[src/common/cct_defs.svh]
`ifndef CCT_DEFS_SVH
`define CCT_DEFS_SVH

// ============================================================
// clock
`define CCT_TCK_NS 40

// ============================================================
// register offsets (byte addresses)
`define CCT_OFS_MODE0 8'h00
`define CCT_OFS_TIMING 8'h04
`define CCT_OFS_STATUS 8'h08
`define CCT_OFS_IMPED 8'h0C

// ============================================================
// field positions
`define CCT_WR_LSB 0
`define CCT_WR_MSB 4
`define CCT_BURST_LSB 5
`define CCT_BURST_MSB 6
`define CCT_RDOUT_BIT 7
`define CCT_WRLAT_LSB 0
`define CCT_WRLAT_MSB 3
`define CCT_TWR_LSB 8
`define CCT_TWR_MSB 15
`define CCT_DLL_BIT 8
`define CCT_PD_BIT 9
`define CCT_ZQ_BIT 10
`define CCT_PEND_BIT 11
`define CCT_TGT_LSB 0
`define CCT_TGT_MSB 5
`define CCT_CUR_LSB 8
`define CCT_CUR_MSB 13

// ============================================================
// reset values
`define CCT_MODE0_RST 8'h0A
`define CCT_WRLAT_RST 4'h5
`define CCT_TWR_RST 8'h0F
`define CCT_IMP_RST 6'h20

// ============================================================
// timing counts, in clock_count_unit
`define CCT_MODE_SPACING 8'h04
`define CCT_ZQ_CYCLES 8'h40
`define CCT_PDEN_ACT 8'h01
`define CCT_PDEN_REF 8'h01
`define CCT_RDOUT_GAP 8'h01
`define CCT_READ_LAT 8'h05
`define CCT_BURST_END 8'h04
`define CCT_OFF_FULL 8'h04
`define CCT_OFF_CHOP 8'h02
// row operation and refresh times in ns
`define CCT_TROW_NS 8'h0F
`define CCT_TRFC_NS 8'hA0

`endif

[src/common/cct_pkg.sv]
`include "cct_defs.svh"

package cct_pkg;

  // commands as delivered by the command decoder
  typedef enum logic [3:0] {
    CMD_NOP, CMD_MRS, CMD_ACT, CMD_PRE, CMD_REF, CMD_RD, CMD_RDA,
    CMD_WR, CMD_WRA, CMD_CAL_SHORT, CMD_ODT
  } cct_cmd_type;

  // burst setting held in mode_register_zero
  typedef enum logic [1:0] {
    BURST_EIGHT_FIXED, BURST_ON_THE_FLY, BURST_CHOP_FIXED, BURST_SPARE
  } cct_burst_type;

  typedef enum logic [1:0] {
    PD_ACTIVE, PD_PENDING, PD_DOWN
  } cct_pd_type;

  // rounded-up quotient of a time in ns over the clock period
  function automatic logic [7:0] cct_ns_to_cyc(input logic [7:0] ns);
    logic [8:0] sum;
    sum = {1'b0, ns} + 9'(`CCT_TCK_NS - 1);
    return 8'(sum / 9'(`CCT_TCK_NS));
  endfunction

endpackage

[src/hdl/cct_core.sv]
// Summary of operation
// spacing counted in actual clock edges
// ns delays become rounded-up cycle counts
// reads and ODT need locked loop
// no upper bound on clock period
// write recovery ns rounded up to cycles
// auto-precharge uses mode register recovery cycles
// eight-beat or flying chop: latency plus four
// fixed chop: internal write at latency plus two
// finish row operations before power-down state
// refresh to clock-enable low minimum
// readout burst end to mode set gap
// short calibration fixes step within 64
// one cycle activate/precharge before power-down
// per-constraint counters flag dependent events that come too early
module cct_core
  import cct_pkg::*;
(
  input wire logic clk_i,
  input wire logic reset_n_i,
  input wire logic psel,
  input wire logic penable,
  input wire logic pwrite,
  input wire logic [7:0] paddr,
  input wire logic [31:0] pwdata,
  output logic [31:0] prdata,
  output logic pready,
  output logic pslverr,
  input wire cct_cmd_type cmd_i,
  input wire logic cke_i,
  input wire logic dll_locked_i,
  output logic write_start_o,
  output logic powered_down_o,
  output logic zq_busy_o,
  output logic [5:0] imp_code_o
);

  // ============================================================
  // register file
  logic [7:0] mode0_q, mode0_d;
  logic [3:0] wrlat_q, wrlat_d;
  logic [7:0] twr_q, twr_d;
  logic [3:0] viol_q, viol_d;
  logic [5:0] tgt_q, tgt_d;
  logic [5:0] imp_q, imp_d;
  cct_pd_type pd_q, pd_d;
  logic [31:0] rdata_q, rdata_d;
  logic err_q, err_d;
  logic [3:0] viol_set;
  logic setup, access_wr, mapped;
  cct_burst_type burst;

  assign setup = psel && !penable;
  assign access_wr = psel && penable && pwrite;
  assign mapped = (paddr == `CCT_OFS_MODE0) || (paddr == `CCT_OFS_TIMING) ||
                  (paddr == `CCT_OFS_STATUS) || (paddr == `CCT_OFS_IMPED);
  assign burst = cct_burst_type'(mode0_q[`CCT_BURST_MSB:`CCT_BURST_LSB]);

  // zero-wait slave; read data captured in the setup cycle
  always_comb begin
    mode0_d = mode0_q;
    wrlat_d = wrlat_q;
    twr_d = twr_q;
    tgt_d = tgt_q;
    rdata_d = rdata_q;
    err_d = err_q;
    viol_d = viol_q;
    if (setup) begin
      err_d = !mapped;
      unique case (paddr)
        `CCT_OFS_MODE0: rdata_d = {24'h000000, mode0_q};
        `CCT_OFS_TIMING: rdata_d = {16'h0000, twr_q, 4'h0, wrlat_q};
        `CCT_OFS_STATUS: rdata_d = {20'h00000, pd_q == PD_PENDING, zq_busy_o, powered_down_o, dll_locked_i,
                                    4'h0, viol_q};
        `CCT_OFS_IMPED: rdata_d = {18'h00000, imp_q, 2'h0, tgt_q};
        default: rdata_d = 32'h00000000;
      endcase
    end
    if (access_wr) begin
      unique case (paddr)
        `CCT_OFS_MODE0: mode0_d = pwdata[7:0];
        `CCT_OFS_TIMING: begin
          wrlat_d = pwdata[`CCT_WRLAT_MSB:`CCT_WRLAT_LSB];
          twr_d = pwdata[`CCT_TWR_MSB:`CCT_TWR_LSB];
        end
        `CCT_OFS_STATUS: viol_d = viol_q & ~pwdata[3:0];
        `CCT_OFS_IMPED: tgt_d = pwdata[`CCT_TGT_MSB:`CCT_TGT_LSB];
        default: ;
      endcase
    end
    // a violation in the clearing cycle is kept
    viol_d = viol_d | viol_set;
  end

  always_ff @(posedge clk_i) begin
    if (!reset_n_i) begin
      mode0_q <= `CCT_MODE0_RST;
      wrlat_q <= `CCT_WRLAT_RST;
      twr_q <= `CCT_TWR_RST;
      tgt_q <= `CCT_IMP_RST;
      viol_q <= 4'h0;
      rdata_q <= 32'h00000000;
      err_q <= 1'b0;
    end else begin
      mode0_q <= mode0_d;
      wrlat_q <= wrlat_d;
      twr_q <= twr_d;
      tgt_q <= tgt_d;
      viol_q <= viol_d;
      rdata_q <= rdata_d;
      err_q <= err_d;
    end
  end

  assign pready = 1'b1;
  assign prdata = rdata_q;
  assign pslverr = psel && penable && err_q;

  // ============================================================
  // constraint counters
  // every counter only sees edges, so a stretched clock never
  // shortens a spacing and needs no upper limit R4
  logic is_mrs, is_wr, is_wra, is_row, is_ref, is_rd, is_zq;
  logic mrd_ok, pden_ok, busy_done, wlat_done, zq_done, rdout_ok;
  logic [7:0] wr_off, pden_val, busy_val;
  logic cke_q, cke_d, cke_fall;

  assign is_mrs = (cmd_i == CMD_MRS);
  assign is_wr = (cmd_i == CMD_WR);
  assign is_wra = (cmd_i == CMD_WRA);
  assign is_row = (cmd_i == CMD_ACT) || (cmd_i == CMD_PRE);
  assign is_ref = (cmd_i == CMD_REF);
  assign is_rd = (cmd_i == CMD_RD) || (cmd_i == CMD_RDA);
  assign is_zq = (cmd_i == CMD_CAL_SHORT);
  assign cke_d = cke_i;
  assign cke_fall = cke_q && !cke_i;

  // chop fixed in mode register starts two early
  assign wr_off = (burst == BURST_CHOP_FIXED) ? `CCT_OFF_CHOP : `CCT_OFF_FULL;

  // earliest clock-enable low after the last command
  always_comb begin
    pden_val = `CCT_PDEN_ACT;
    if (is_ref) begin
      pden_val = `CCT_PDEN_REF;
    end else if (is_wr) begin
      pden_val = 8'({4'h0, wrlat_q} + wr_off + cct_ns_to_cyc(twr_q));
    end else if (is_wra) begin
      pden_val = 8'({4'h0, wrlat_q} + wr_off + {3'h0, mode0_q[`CCT_WR_MSB:`CCT_WR_LSB]} + 8'h01);
    end
  end

  // row operations and refresh keep the array busy
  assign busy_val = is_ref ? cct_ns_to_cyc(`CCT_TRFC_NS) : cct_ns_to_cyc(`CCT_TROW_NS);

  cct_timer u_mrd (.clk_i(clk_i), .reset_n_i(reset_n_i), .load_i(is_mrs),
                   .value_i(`CCT_MODE_SPACING), .expired_o(mrd_ok));
  cct_timer u_pden (.clk_i(clk_i), .reset_n_i(reset_n_i), .load_i(is_row || is_ref || is_wr || is_wra),
                    .value_i(pden_val), .expired_o(pden_ok));
  cct_timer u_busy (.clk_i(clk_i), .reset_n_i(reset_n_i), .load_i(is_row || is_ref),
                    .value_i(busy_val), .expired_o(busy_done));
  cct_timer u_wlat (.clk_i(clk_i), .reset_n_i(reset_n_i), .load_i(is_wr || is_wra),
                    .value_i(8'({4'h0, wrlat_q} + wr_off)), .expired_o(wlat_done));
  cct_timer u_zq (.clk_i(clk_i), .reset_n_i(reset_n_i), .load_i(is_zq),
                  .value_i(`CCT_ZQ_CYCLES), .expired_o(zq_done));
  cct_timer u_rdout (.clk_i(clk_i), .reset_n_i(reset_n_i), .load_i(is_rd && mode0_q[`CCT_RDOUT_BIT]),
                     .value_i(8'(`CCT_READ_LAT + `CCT_BURST_END + `CCT_RDOUT_GAP)), .expired_o(rdout_ok));

  // violations seen at the command pins
  always_comb begin
    viol_set = 4'h0;
    viol_set[0] = is_mrs && !mrd_ok;
    viol_set[1] = (is_rd || cmd_i == CMD_ODT) && !dll_locked_i;
    viol_set[2] = cke_fall && !pden_ok;
    viol_set[3] = is_mrs && !rdout_ok;
  end

  // ============================================================
  // internal write start and calibration
  logic wpend_q, wpend_d, wstart_q, wstart_d;
  logic zpend_q, zpend_d;

  // a new write restarts the latency count; one pending write only
  always_comb begin
    wpend_d = wpend_q;
    wstart_d = 1'b0;
    zpend_d = zpend_q;
    imp_d = imp_q;
    if (is_wr || is_wra) begin
      wpend_d = 1'b1;
    end else if (wpend_q && wlat_done) begin
      wpend_d = 1'b0;
      wstart_d = 1'b1;
    end
    if (is_zq) begin
      zpend_d = 1'b1;
    end else if (zpend_q && zq_done) begin
      zpend_d = 1'b0;
      // one step per calibration covers the smallest correction
      if (imp_q < tgt_q) begin
        imp_d = 6'(imp_q + 6'h01);
      end else if (imp_q > tgt_q) begin
        imp_d = 6'(imp_q - 6'h01);
      end
    end
  end

  always_ff @(posedge clk_i) begin
    if (!reset_n_i) begin
      wpend_q <= 1'b0;
      wstart_q <= 1'b0;
      zpend_q <= 1'b0;
      imp_q <= `CCT_IMP_RST;
    end else begin
      wpend_q <= wpend_d;
      wstart_q <= wstart_d;
      zpend_q <= zpend_d;
      imp_q <= imp_d;
    end
  end

  assign write_start_o = wstart_q;
  assign zq_busy_o = zpend_q;
  assign imp_code_o = imp_q;

  // ============================================================
  // power-down entry

  // clock-enable may drop while the array is busy; hold off the state
  always_comb begin
    pd_d = pd_q;
    unique case (pd_q)
      PD_ACTIVE: if (cke_fall) begin
        pd_d = busy_done ? PD_DOWN : PD_PENDING;
      end
      PD_PENDING: if (cke_i) begin
        pd_d = PD_ACTIVE;
      end else if (busy_done) begin
        pd_d = PD_DOWN;
      end
      PD_DOWN: if (cke_i) begin
        pd_d = PD_ACTIVE;
      end
      default: pd_d = PD_ACTIVE;
    endcase
  end

  always_ff @(posedge clk_i) begin
    if (!reset_n_i) begin
      pd_q <= PD_ACTIVE;
      cke_q <= 1'b1;
    end else begin
      pd_q <= pd_d;
      cke_q <= cke_d;
    end
  end

  assign powered_down_o = (pd_q == PD_DOWN);

  // ============================================================
  // checks
  a_mrs_spacing: assert property (@(posedge clk_i) disable iff (!reset_n_i)
    is_mrs ##1 (cmd_i == CMD_NOP) [*3] ##1 is_mrs |=> !viol_q[0] || $past(viol_q[0]))
    else $error("mode set at four edges flagged");
  a_dll_read: assert property (@(posedge clk_i) disable iff (!reset_n_i)
    (is_rd && !dll_locked_i) |=> viol_q[1])
    else $error("read without locked loop not flagged");
  a_wstart_full: assert property (@(posedge clk_i) disable iff (!reset_n_i)
    (is_wr && wrlat_q == 4'h5 && burst != BURST_CHOP_FIXED) ##1 (!is_wr && !is_wra) [*8]
    |=> ##1 write_start_o)
    else $error("internal write not at latency plus four");
  a_wstart_chop: assert property (@(posedge clk_i) disable iff (!reset_n_i)
    (is_wr && wrlat_q == 4'h5 && burst == BURST_CHOP_FIXED) ##1 (!is_wr && !is_wra) [*6]
    |=> ##1 write_start_o)
    else $error("internal write not at latency plus two");
  a_pd_hold: assert property (@(posedge clk_i) disable iff (!reset_n_i)
    (pd_q == PD_PENDING && !busy_done) |=> pd_q != PD_DOWN)
    else $error("power-down before array idle");
  a_pd_late: assert property (@(posedge clk_i) disable iff (!reset_n_i)
    is_row ##1 cke_fall |=> !viol_q[2] || $past(viol_q[2]))
    else $error("legal clock-enable low after row command flagged");
  a_zq_window: assert property (@(posedge clk_i) disable iff (!reset_n_i)
    is_zq ##1 !is_zq [*8] |-> zq_busy_o)
    else $error("calibration ended too soon");
  a_viol_sticky: assert property (@(posedge clk_i) disable iff (!reset_n_i)
    (is_mrs && !rdout_ok) |=> viol_q[3])
    else $error("readout gap breach lost");

endmodule

[src/hdl/cct_timer.sv]
// ============================================================
// down-counter: expired when the given number of edges has passed
module cct_timer (
  input wire logic clk_i,
  input wire logic reset_n_i,
  input wire logic load_i,
  input wire logic [7:0] value_i,
  output logic expired_o
);

  logic [7:0] count_q;
  logic [7:0] count_d;

  // load value-1 so that a load at edge m expires at edge m+value
  always_comb begin
    count_d = count_q;
    if (load_i) begin
      count_d = (value_i == 8'h00) ? 8'h00 : 8'(value_i - 8'h01);
    end else if (count_q != 8'h00) begin
      count_d = 8'(count_q - 8'h01);
    end
  end

  always_ff @(posedge clk_i) begin
    if (!reset_n_i) begin
      count_q <= 8'h00;
    end else begin
      count_q <= count_d;
    end
  end

  assign expired_o = (count_q == 8'h00);

endmodule

[config.mk]
export PLATFORM = sky130hd
export DESIGN_NAME = cct_core
export DESIGN_NICKNAME = d
export VERILOG_FILES = /design/src/common/cct_pkg.sv /design/src/hdl/cct_core.sv /design/src/hdl/cct_timer.sv
export VERILOG_INCLUDE_DIRS = /design/src /design/src/common
export SDC_FILE = /design/constraint.sdc
export NUM_CORES = 1
export LEC_CHECK = 0
export BUFFER_PORTS_ARGS = -buffer_cell sky130_fd_sc_hd__buf_2
export CORE_MARGIN = 2
export CORE_UTILIZATION = 35
export CTS_CLUSTER_SIZE = 28
export DETAILED_ROUTE_END_ITERATION = 6
export PLACE_DENSITY = 0.52
export SETUP_SLACK_MARGIN = 0.15
export SYNTH_ARGS = -nofsm -noshare
export SYNTH_HDL_FRONTEND = slang
export SYNTH_SLANG_ARGS = --single-unit
[constraint.sdc]
create_clock -name clk_i -period 8.2 [get_ports clk_i]
set_input_delay 1.64 -clock clk_i [delete_from_list [all_inputs] [get_ports clk_i]]
set_output_delay 1.64 -clock clk_i [all_outputs]
set_load 0.05 [all_outputs]
==> metrics.txt, run 1 <==
status completed; adder-cell share of the synthesized area 0.0819; kind of start point of the critical path flop; Die ar. 18600 um2; Mapped Cells 764; Yosys reg bits 107; Worst EP arrival 4460 ps; Yosys warning total 0; Final setup viols 0; Leakage 2.86 nW; Setup Skew 7.78 ps; fin nets 896; Root Driver clkbuf_16; placed cells 1022; Rel. slew slack 0.309; Pint 1.19 mW; count of cell types in the netlist 64; Die Span Y 136 um; vias in the first global route 4878; gpl congestion 0.797; Total Routing Usage GR 0.164; Slew Viols, Final 0; DR WL/cell 13.9 um; highest clock rate 0.239 GHz; initial antenna violation count 0; final hold vios 0; Mapped Avg Cell Area 8.03 um2; CTS tree done; core area 17200 um2; Post-Syn Area 6140 um2; Final Critical Period 4180 ps; std cell rows 48; Critical Path End Type flop; Crit Path Class reg -> reg; Final period util 0.510; most common cell in the netlist dfxtp_1; Initial Utilization 0.356; XOR/XNOR Fraction of Synth Area 0.0742; Vias 5081; detail-routed via count per cell 4.89; Max-Cap Viols 0; Post-CTS Setup Bufs 0; maximum root-to-sink buffer count 2; FFs w/ async S/R, synth 0; final wirelength 14.5 mm; top cells by count, synth dfxtp_1, nor2_1, nand2_1; CTS buffer count 9; clk sinks 107; WHS 437 ps; Worst Tran Pin Value 1030 ps; Net Sw Power 0.692 mW; RSZ-0062 raised after global routing false; WL met1 7.24 mm; die width 136 um; Final ANT Viol Nets 0; Synth area leader dfxtp_1; drt pass-1 iters 4; # IOs 94; multiplexer share of the synthesized area 0.0381; GR Overflow Total 0; H-Tree Depth 3; Met2 Wirelength 6.37 mm; fin cells 1039; Reg clk slew, reported paths 70 ps; number of port buffers 60; post-synth top area share 0.349; Clock power frac 0.222; Final HPWL DP 10.8 mm; Gate power share 0.388; ys flop type dfxtp_1; DR DRC count 0; Area contributors post-synth dfxtp_1, ha_1, nor2_1, a21oi_1, nand2_1; Synth Area in Compound Gates 0.148; Post-CTS Hold Buffers 0; HP Class reg -> reg; CP Max Fanout 6; Flop pwr share 0.390; largest net degree at the start of global routing 51; met3 WL post-DR 696 um; area grow syn2layout 11.3%; Switching Fraction 0.369; main combinational cell family by area after synthesis simple AND/OR/NAND/NOR gates; number of synthesized flops with an enable pin 0; Clk Latency, worst-skew pair 350 ps; global-route wire length before repair 24.2 mm; share of cells above drive strength 1 0.118; sequential fraction of the synthesis area 0.349; Simple-Gate Fraction of Synth Area 0.244; CP required 8480 ps; initial drt markers 294; peak supply drop 0.131 mV; max layer used met4; CTS resizes 0; Fin Setup TNS 0 ps; pwr dens 275 nW/um2
cell type report:
class | instances | area (um2)
antenna | 1 | 2.50
clock buffer | 11 | 243
fill | 1774 | 10400
sequential | 107 | 2140
multi-input combinational | 590 | 3670
inverter | 38 | 143
tap | 225 | 282
timing repair buffer | 62 | 315
clock inverter | 5 | 37.5
cell families (layout without fill, tap and decap cells):
group,after synthesis,in the layout
mux,18,18
fa+ha+maj,38,38
buf+inv,82,116
other cells,2,18
xor+xnor,52,52
compound gates,149,149
flops,107,107
simple gates,316,316
final timing paths:
check | from | end | slack [ps] | cells after the start
worst max-delay path | twr_q[0]$_SDFFE_PN1P_ | u_pden.count_q[7]$_SDFFE_PN0P_ | 4020 | 18
worst min-delay path | wpend_q$_SDFFE_PN0P_ | write_start_o$_SDFF_PP0_ | 440 | 2
worst max register to register | twr_q[0]$_SDFFE_PN1P_ | u_pden.count_q[7]$_SDFFE_PN0P_ | 4020 | 18
worst min register to register | wpend_q$_SDFFE_PN0P_ | write_start_o$_SDFF_PP0_ | 440 | 2
layer usage:
layer / up-vias / track usage
met4: 0 / 0.0556
met5: - / 0
met2: 90 / 0.253
li1: 2700 / -
met3: 6 / 0.0373
met1: 2285 / 0.227
worst max-delay path: stages (launching register included):
cell and delay (ps):
dfxtp_1 350, inv_1 90, ha_1 210, nor2b_1 180, or3_1 360, a31oi_1 180
o2111ai_1 120, nand2_1 170, maj3_1 190, o21ai_0 80, ha_1 220, fa_1 400
a21o_1 180, a21oi_1 160, xnor2_1 80, a22oi_1 330, nand3_1 170, or4_1 450
a21oi_1 160
power by group through the flow:
stage / combinational [mW] / clock, mW / sequential, mW
floorplan: 0.635 / 0 / 0.724
global placement: 0.729 / 0 / 0.745
detailed placement: 0.732 / 0 / 0.743
CTS: 0.737 / 0.434 / 0.733
global route: 0.835 / 0.453 / 0.750
finish: 0.729 / 0.417 / 0.733
cells in the final DEF, fill, tap and decap left out, types with 3 or more instances in the layout:
| cell | Yosys | final |
|---|---|---|
| o211ai_1 | 7 | 7 |
| a21oi_1 | 69 | 69 |
| nand3b_1 | 3 | 3 |
| conb_1 | 2 | 17 |
| nand4_1 | 5 | 5 |
| nor2_1 | 102 | 102 |
| mux2_2 | 3 | 3 |
| a31oi_1 | 8 | 8 |
| or3_1 | 5 | 5 |
| dfxtp_1 | 107 | 107 |
| nor3_1 | 26 | 25 |
| mux4_2 | 4 | 4 |
| a21o_1 | 6 | 6 |
| clkbuf_16 | 0 | 9 |
| nand3_1 | 28 | 28 |
| and3_1 | 4 | 4 |
| or4_1 | 3 | 3 |
| nand2b_1 | 10 | 10 |
| o21ai_0 | 20 | 20 |
| xnor2_1 | 31 | 31 |
| buf_2 | 1 | 60 |
| a211oi_1 | 6 | 6 |
| mux2i_1 | 11 | 11 |
| nor2b_1 | 11 | 11 |
| and2_1 | 6 | 6 |
| fa_1 | 4 | 4 |
| a22oi_1 | 16 | 16 |
| inv_1 | 37 | 37 |
| xor2_1 | 21 | 21 |
| nand2_1 | 91 | 91 |
| nor4_1 | 7 | 7 |
| ha_1 | 33 | 33 |
metrics by stage:
step | total power [mW] | util | cell area, um2 | setup WS [ps]
finish | 1.88 | 0.396 | 6830 | 4020
global route | 2.04 | 0.396 | 6830 | 3610
CTS | 1.90 | 0.396 | 6830 | 4030
detailed placement | 1.48 | 0.380 | 6550 | 4060
global placement | 1.47 | 0.380 | 6550 | 4110
floorplan | 1.36 | - | 6190 | 4470
registers in the layout, indices dropped and copies added (netlist names), 6 cells and up:
name             flops
imp_code_o           6
mode0_q              8
prdata              16
tgt_q                6
twr_q                8
u_busy.count_q       8
u_mrd.count_q        8
u_pden.count_q       8
u_rdout.count_q      8
u_wlat.count_q       8
u_zq.count_q         8
Power figures use the tool's default switching activity.
==> run 2, diff against run 1 <==
--- a/config.mk
+++ b/config.mk
@@ -6,12 +6,13 @@
 export SDC_FILE = /design/constraint.sdc
 export NUM_CORES = 1
 export LEC_CHECK = 0
+export ABC_AREA = 1
 export BUFFER_PORTS_ARGS = -buffer_cell sky130_fd_sc_hd__buf_2
 export CORE_MARGIN = 2
 export CORE_UTILIZATION = 35
 export CTS_CLUSTER_SIZE = 28
 export DETAILED_ROUTE_END_ITERATION = 6
-export PLACE_DENSITY = 0.52
+export PLACE_DENSITY = 0.53
 export SETUP_SLACK_MARGIN = 0.15
 export SYNTH_ARGS = -nofsm -noshare
 export SYNTH_HDL_FRONTEND = slang
==> constraint.sdc (replaced) <==
create_clock -name clk_i -period 3.4 [get_ports clk_i]
set_input_delay 0.68 -clock clk_i [delete_from_list [all_inputs] [get_ports clk_i]]
set_output_delay 0.68 -clock clk_i [all_outputs]
set_load 0.05 [all_outputs]
==> run 2 against run 1 <==
Net effect: sequential share of layout area fell by 2.4 points; critical path type unchanged; flip-flop and latch count did not move; critical path depth rose by 10; synthesized cell count rose by 15%; largest cell class unchanged.
==> metrics.txt, run 2 <==
status completed; kind of start point of the critical path flop; HP Class reg -> reg; # IOs 94; std cell rows 49; largest net degree at the start of global routing 43; CP Max Fanout 5; Worst Tran Pin Value 661 ps; GR Overflow Total 0; WHS 447 ps; Setup Skew 9.19 ps; ys flop type dfxtp_1; Reg clk slew, reported paths 70 ps; sequential fraction of the synthesis area 0.336; Final Critical Period 3250 ps; Total Routing Usage GR 0.164; Yosys warning total 0; die width 139 um; FFs w/ async S/R, synth 0; pwr dens 577 nW/um2; Root Driver clkbuf_16; Mapped Avg Cell Area 7.25 um2; Die Span Y 139 um; CTS buffer count 9; Post-CTS Hold Buffers 0; Final setup viols 0; drt pass-1 iters 5; CP required 3680 ps; most frequent cells in the layout nand2_1, dfxtp_1, inv_1, a21oi_1, nor2_1; WL met1 7.84 mm; number of port buffers 60; most common cell after layout, fill and taps aside nand2_1; maximum root-to-sink buffer count 2; clk sinks 107; # fillers 1892; core area 17900 um2; vias in the first global route 5313; top cells by count, synth nand2_1, dfxtp_1, inv_1; Worst EP arrival 3530 ps; H-Tree Depth 3; Finished Core Util 0.415; Crit Path Class reg -> reg; count of cell types in the netlist 54; Critical Path End Type flop; Final period util 0.956; DR WL/cell 13.3 um; Post-Syn Area 6380 um2; initial antenna violation count 0; max reg flops 16; Clk Latency, worst-skew pair 360 ps; Mapped Cells 880; global-route wire length before repair 25.9 mm; Met2 Wirelength 7.21 mm; peak supply drop 0.381 mV; DR DRC count 0; met3 WL post-DR 573 um; CP max-delay cell fa_2; fin nets 1042; detail-routed via count per cell 4.82; most used cell, CP nand2_2; Initial Utilization 0.356; area grow syn2layout 16.3%; Leakage 3.36 nW; Synth area leader dfxtp_1; Vias 5727; Final HPWL DP 11.8 mm; Slew Viols, Final 0; max layer used met4; number of synthesized flops with an enable pin 0; share of cells above drive strength 1 0.206; Max-Cap Viols 0; crit-path max cell delay 340 ps; gpl congestion 0.822; Yosys reg bits 107; Final ANT Viol Nets 0; most common cell in the netlist nand2_1; final hold vios 0; ANT cells 0; initial drt markers 290; post-synth top area share 0.336; final wirelength 15.8 mm; RSZ-0062 raised after global routing true; Rel. slew slack 0.556; highest clock rate 0.308 GHz; CTS tree done; Die ar. 19300 um2; Area contributors post-synth dfxtp_1, nand2_1, ha_1, a21oi_1, inv_1
run 2: cell types whose count changed after synthesis, moves of 15 or more:
cell     delta
xnor2_1    -20
inv_1      +68
nand2_1    +94
a22oi_1    -15
o21ai_0    +35
nor2_1     -34
run 2: cell families after synthesis:
logic type | Yosys count | synth area share
other | 2 | 0.00118
adder cells (fa/ha/maj) | 37 | 0.0773
AO/OA/AOI/OAI | 189 | 0.167
flip-flops | 107 | 0.336
buffers and inverters | 156 | 0.105
XOR/XNOR | 30 | 0.0412
AND/OR/NAND/NOR | 359 | 0.273
run 2: routing by layer:
| metal | global-route usage | vias up |
|---|---|---|
| li1 | - | 3007 |
| met5 | 0 | - |
| met1 | 0.229 | 2636 |
| met3 | 0.0335 | 11 |
| met2 | 0.263 | 73 |
| met4 | 0.0335 | 0 |
run 2: metrics by stage:
step / worst slack (ps) / instances / TNS [ps] / power (mW) / instance area, um2
after floorplan: 288 / 895 / 0 / 2.94 / 6440
after global placement: 43.2 / 1165 / 0 / 3.21 / 6930
after detailed placement: 13.1 / 1165 / 0 / 3.22 / 6930
after CTS: 112 / 1186 / 0 / 4.31 / 7300
after global routing: -147 / 1188 / -690 / 4.62 / 7420
final: 151 / 1188 / 0 / 4.28 / 7420
run 2: worst max-delay path, delay by kind of cell (launching register included):
family	cells	cell delay (ps)
simple gates	18	1440
fa+ha+maj	2	500
compound gates	4	460
buf+inv	4	440
flops	1	330
run 2: area by class of cell:
class | instances | area, um2 | area share
Sequential cell | 107 | 2150 | 0.289
Tap cell | 229 | 287 | 0.0386
Timing Repair Buffer | 80 | 454 | 0.0612
Clock inverter | 4 | 56.3 | 0.00758
Multi-Input combinational cell | 632 | 3770 | 0.507
Inverter | 124 | 477 | 0.0642
Clock buffer | 12 | 236 | 0.0319
run 2: worst paths after layout:
path                                             from                             end  slack, ps  cells after the start
worst max-delay path            twr_q[0]$_SDFFE_PN1P_  u_pden.count_q[3]$_SDFFE_PN0P_        150                     28
worst min-delay path             wpend_q$_SDFFE_PN0P_        write_start_o$_SDFF_PP0_        450                      2
worst max register to register  twr_q[0]$_SDFFE_PN1P_  u_pden.count_q[3]$_SDFFE_PN0P_        150                     28
worst min register to register   wpend_q$_SDFFE_PN0P_        write_start_o$_SDFF_PP0_        450                      2
run 2: report_power, final:
| part | total, mW | internal [mW] | switching [mW] |
|---|---|---|---|
| Sequential | 1.65 | 1.48 | 0.162 |
| Clock | 1.08 | 0.580 | 0.499 |
| Combinational | 1.55 | 0.614 | 0.940 |
| Total | 4.28 | 2.68 | 1.60 |
run 2: timing repair:
action / CTS / global route
pin swaps: 16 / 22
gates resized for setup: 13 / 34
cloned: 0 / 0
buffers inserted: 5 / 2
endpoints found under the hold margin: 0 / 0
endpoints found under the setup margin: 8 / 8
==> run 3, diff against run 2 <==
--- a/config.mk
+++ b/config.mk
@@ -12,7 +12,7 @@
 export CORE_UTILIZATION = 35
 export CTS_CLUSTER_SIZE = 28
 export DETAILED_ROUTE_END_ITERATION = 6
-export PLACE_DENSITY = 0.53
+export PLACE_DENSITY = 0.65
 export SETUP_SLACK_MARGIN = 0.15
 export SYNTH_ARGS = -nofsm -noshare
 export SYNTH_HDL_FRONTEND = slang
==> run 3 against run 2 <==
Net effect: die area unchanged; combinational power about the same; total power increased by 0.40%; hold slack improved by 7.0 ps; critical path depth decreased by 1; final cell count about the same; clock-buffer cell count unchanged; setup slack got worse by 66 ps; clock power about the same; flip-flop and latch count unchanged; wire length decreased by 2.6%.
==> metrics.txt, run 3 (same netlist as run 2, synthesis figures left out) <==
M3 GR Usage 0.0207; final wirelength 15.4 mm; clk sinks 107; CTS tree done; drt pass-1 iters 5; Total Routing Usage GR 0.163; highest clock rate 0.302 GHz; Die Span Y 139 um; Vias 5794; pwr dens 582 nW/um2; grt met2 use 0.272; Initial Utilization 0.356; Root Driver clkbuf_16; Final Critical Period 3310 ps; HP Class reg -> reg; most frequent cells in the layout nand2_1, dfxtp_1, inv_1, a21oi_1, nor2_1; CP Max Fanout 5; CP required 3680 ps; Max-Cap Viols 0; initial drt markers 432; initial antenna violation count 0; CP max-delay cell fa_2; std cell rows 49; GR peak layer met2; Rel. slew slack 0.527; area grow syn2layout 15.7%; Leakage 3.33 nW; gpl congestion 0.872; largest net degree at the start of global routing 43; H-Tree Depth 3; RSZ-0062 raised after global routing true; most used cell, CP nand2_1; detail-routed via count per cell 4.88; Reg clk slew, reported paths 70 ps; DR DRC count 0; M1 GR Usage 0.215; Final ANT Viol Nets 0; Critical Path End Type flop; GR Overflow Total 0; CTS buffer count 9; number of port buffers 60; die width 139 um; crit-path max cell delay 340 ps; peak supply drop 0.417 mV; r2r setup slk 90 ps; ANT cells 0; Final setup viols 0; kind of start point of the critical path flop; DR WL/cell 12.9 um; WHS 454 ps; Worst Tran Pin Value 707 ps; Crit Path Class reg -> reg; maximum root-to-sink buffer count 2; vias in the first global route 5609; share of cells above drive strength 1 0.199; status completed; global-route wire length before repair 26.2 mm; Final HPWL DP 11.4 mm; Die ar. 19300 um2; Slew Viols, Final 0; Setup Skew 9.34 ps; Finished Core Util 0.412; Worst EP arrival 3600 ps; core area 17900 um2; Clk Latency, worst-skew pair 350 ps; final hold vios 0; # IOs 94; max reg flops 16; Final period util 0.975; fin nets 1041; most common cell after layout, fill and taps aside nand2_1
[run 3: power by group]
group / switching, mW / leakage (nW) / internal, mW
Sequential: 0.164 / 0.874 / 1.48
Combinational: 0.938 / 2.31 / 0.608
Clock: 0.483 / 0.151 / 0.619
[run 3: final timing paths]
kind                         startpoint                              to  depth (start not counted)
setup / recovery  twr_q[0]$_SDFFE_PN1P_  u_pden.count_q[6]$_SDFFE_PN0P_                         27
hold / removal     wpend_q$_SDFFE_PN0P_            wpend_q$_SDFFE_PN0P_                          2
setup reg to reg  twr_q[0]$_SDFFE_PN1P_  u_pden.count_q[6]$_SDFFE_PN0P_                         27
hold reg to reg    wpend_q$_SDFFE_PN0P_            wpend_q$_SDFFE_PN0P_                          2
[run 3: final cells by class]
type,count,area (um2)
Fill cell,1898,10500
Multi-Input combinational cell,632,3720
Sequential cell,107,2140
Inverter,124,477
Timing Repair Buffer,79,443
Tap cell,229,287
Clock buffer,12,256
Clock inverter,4,57.6
[run 3: worst max-delay path: cells and delay by family (launching register included)]
kind                     cells  cell delay (ps)
flip-flops                   1              320
buffers and inverters        1               40
adder cells (fa/ha/maj)      3              680
AO/OA/AOI/OAI                4              500
AND/OR/NAND/NOR             19             1720
[run 3: what timing repair did]
item / 4_1_cts / 5_1_grt
cloned: 0 / 0
hold buffers: 0 / 0
endpoints found under the setup margin: 8 / 8
gates resized for setup: 14 / 19
setup buffers: 8 / 0
pin swaps: 15 / 18
[run 3: per-stage QoR]
stage / setup slack (ps) / std cells / TNS [ps] / instance area (um2) / power, mW
after global placement: 92.5 / 1163 / 0 / 6910 / 3.18
after global routing: -187 / 1187 / -1130 / 7380 / 4.66
after detailed placement: 56.0 / 1163 / 0 / 6910 / 3.22
after floorplan: 288 / 895 / 0 / 6440 / 2.94
after CTS: 155 / 1187 / 0 / 7330 / 4.32
final: 85.1 / 1187 / 0 / 7380 / 4.30
[run 3: layer usage]
| layer | share of wire | vias up |
|---|---|---|
| met3 | 0.040 | 20 |
| met2 | 0.47 | 90 |
| met5 | 0 | - |
| met4 | 0.020 | 0 |
| met1 | 0.47 | 2673 |
| li1 | - | 3011 |
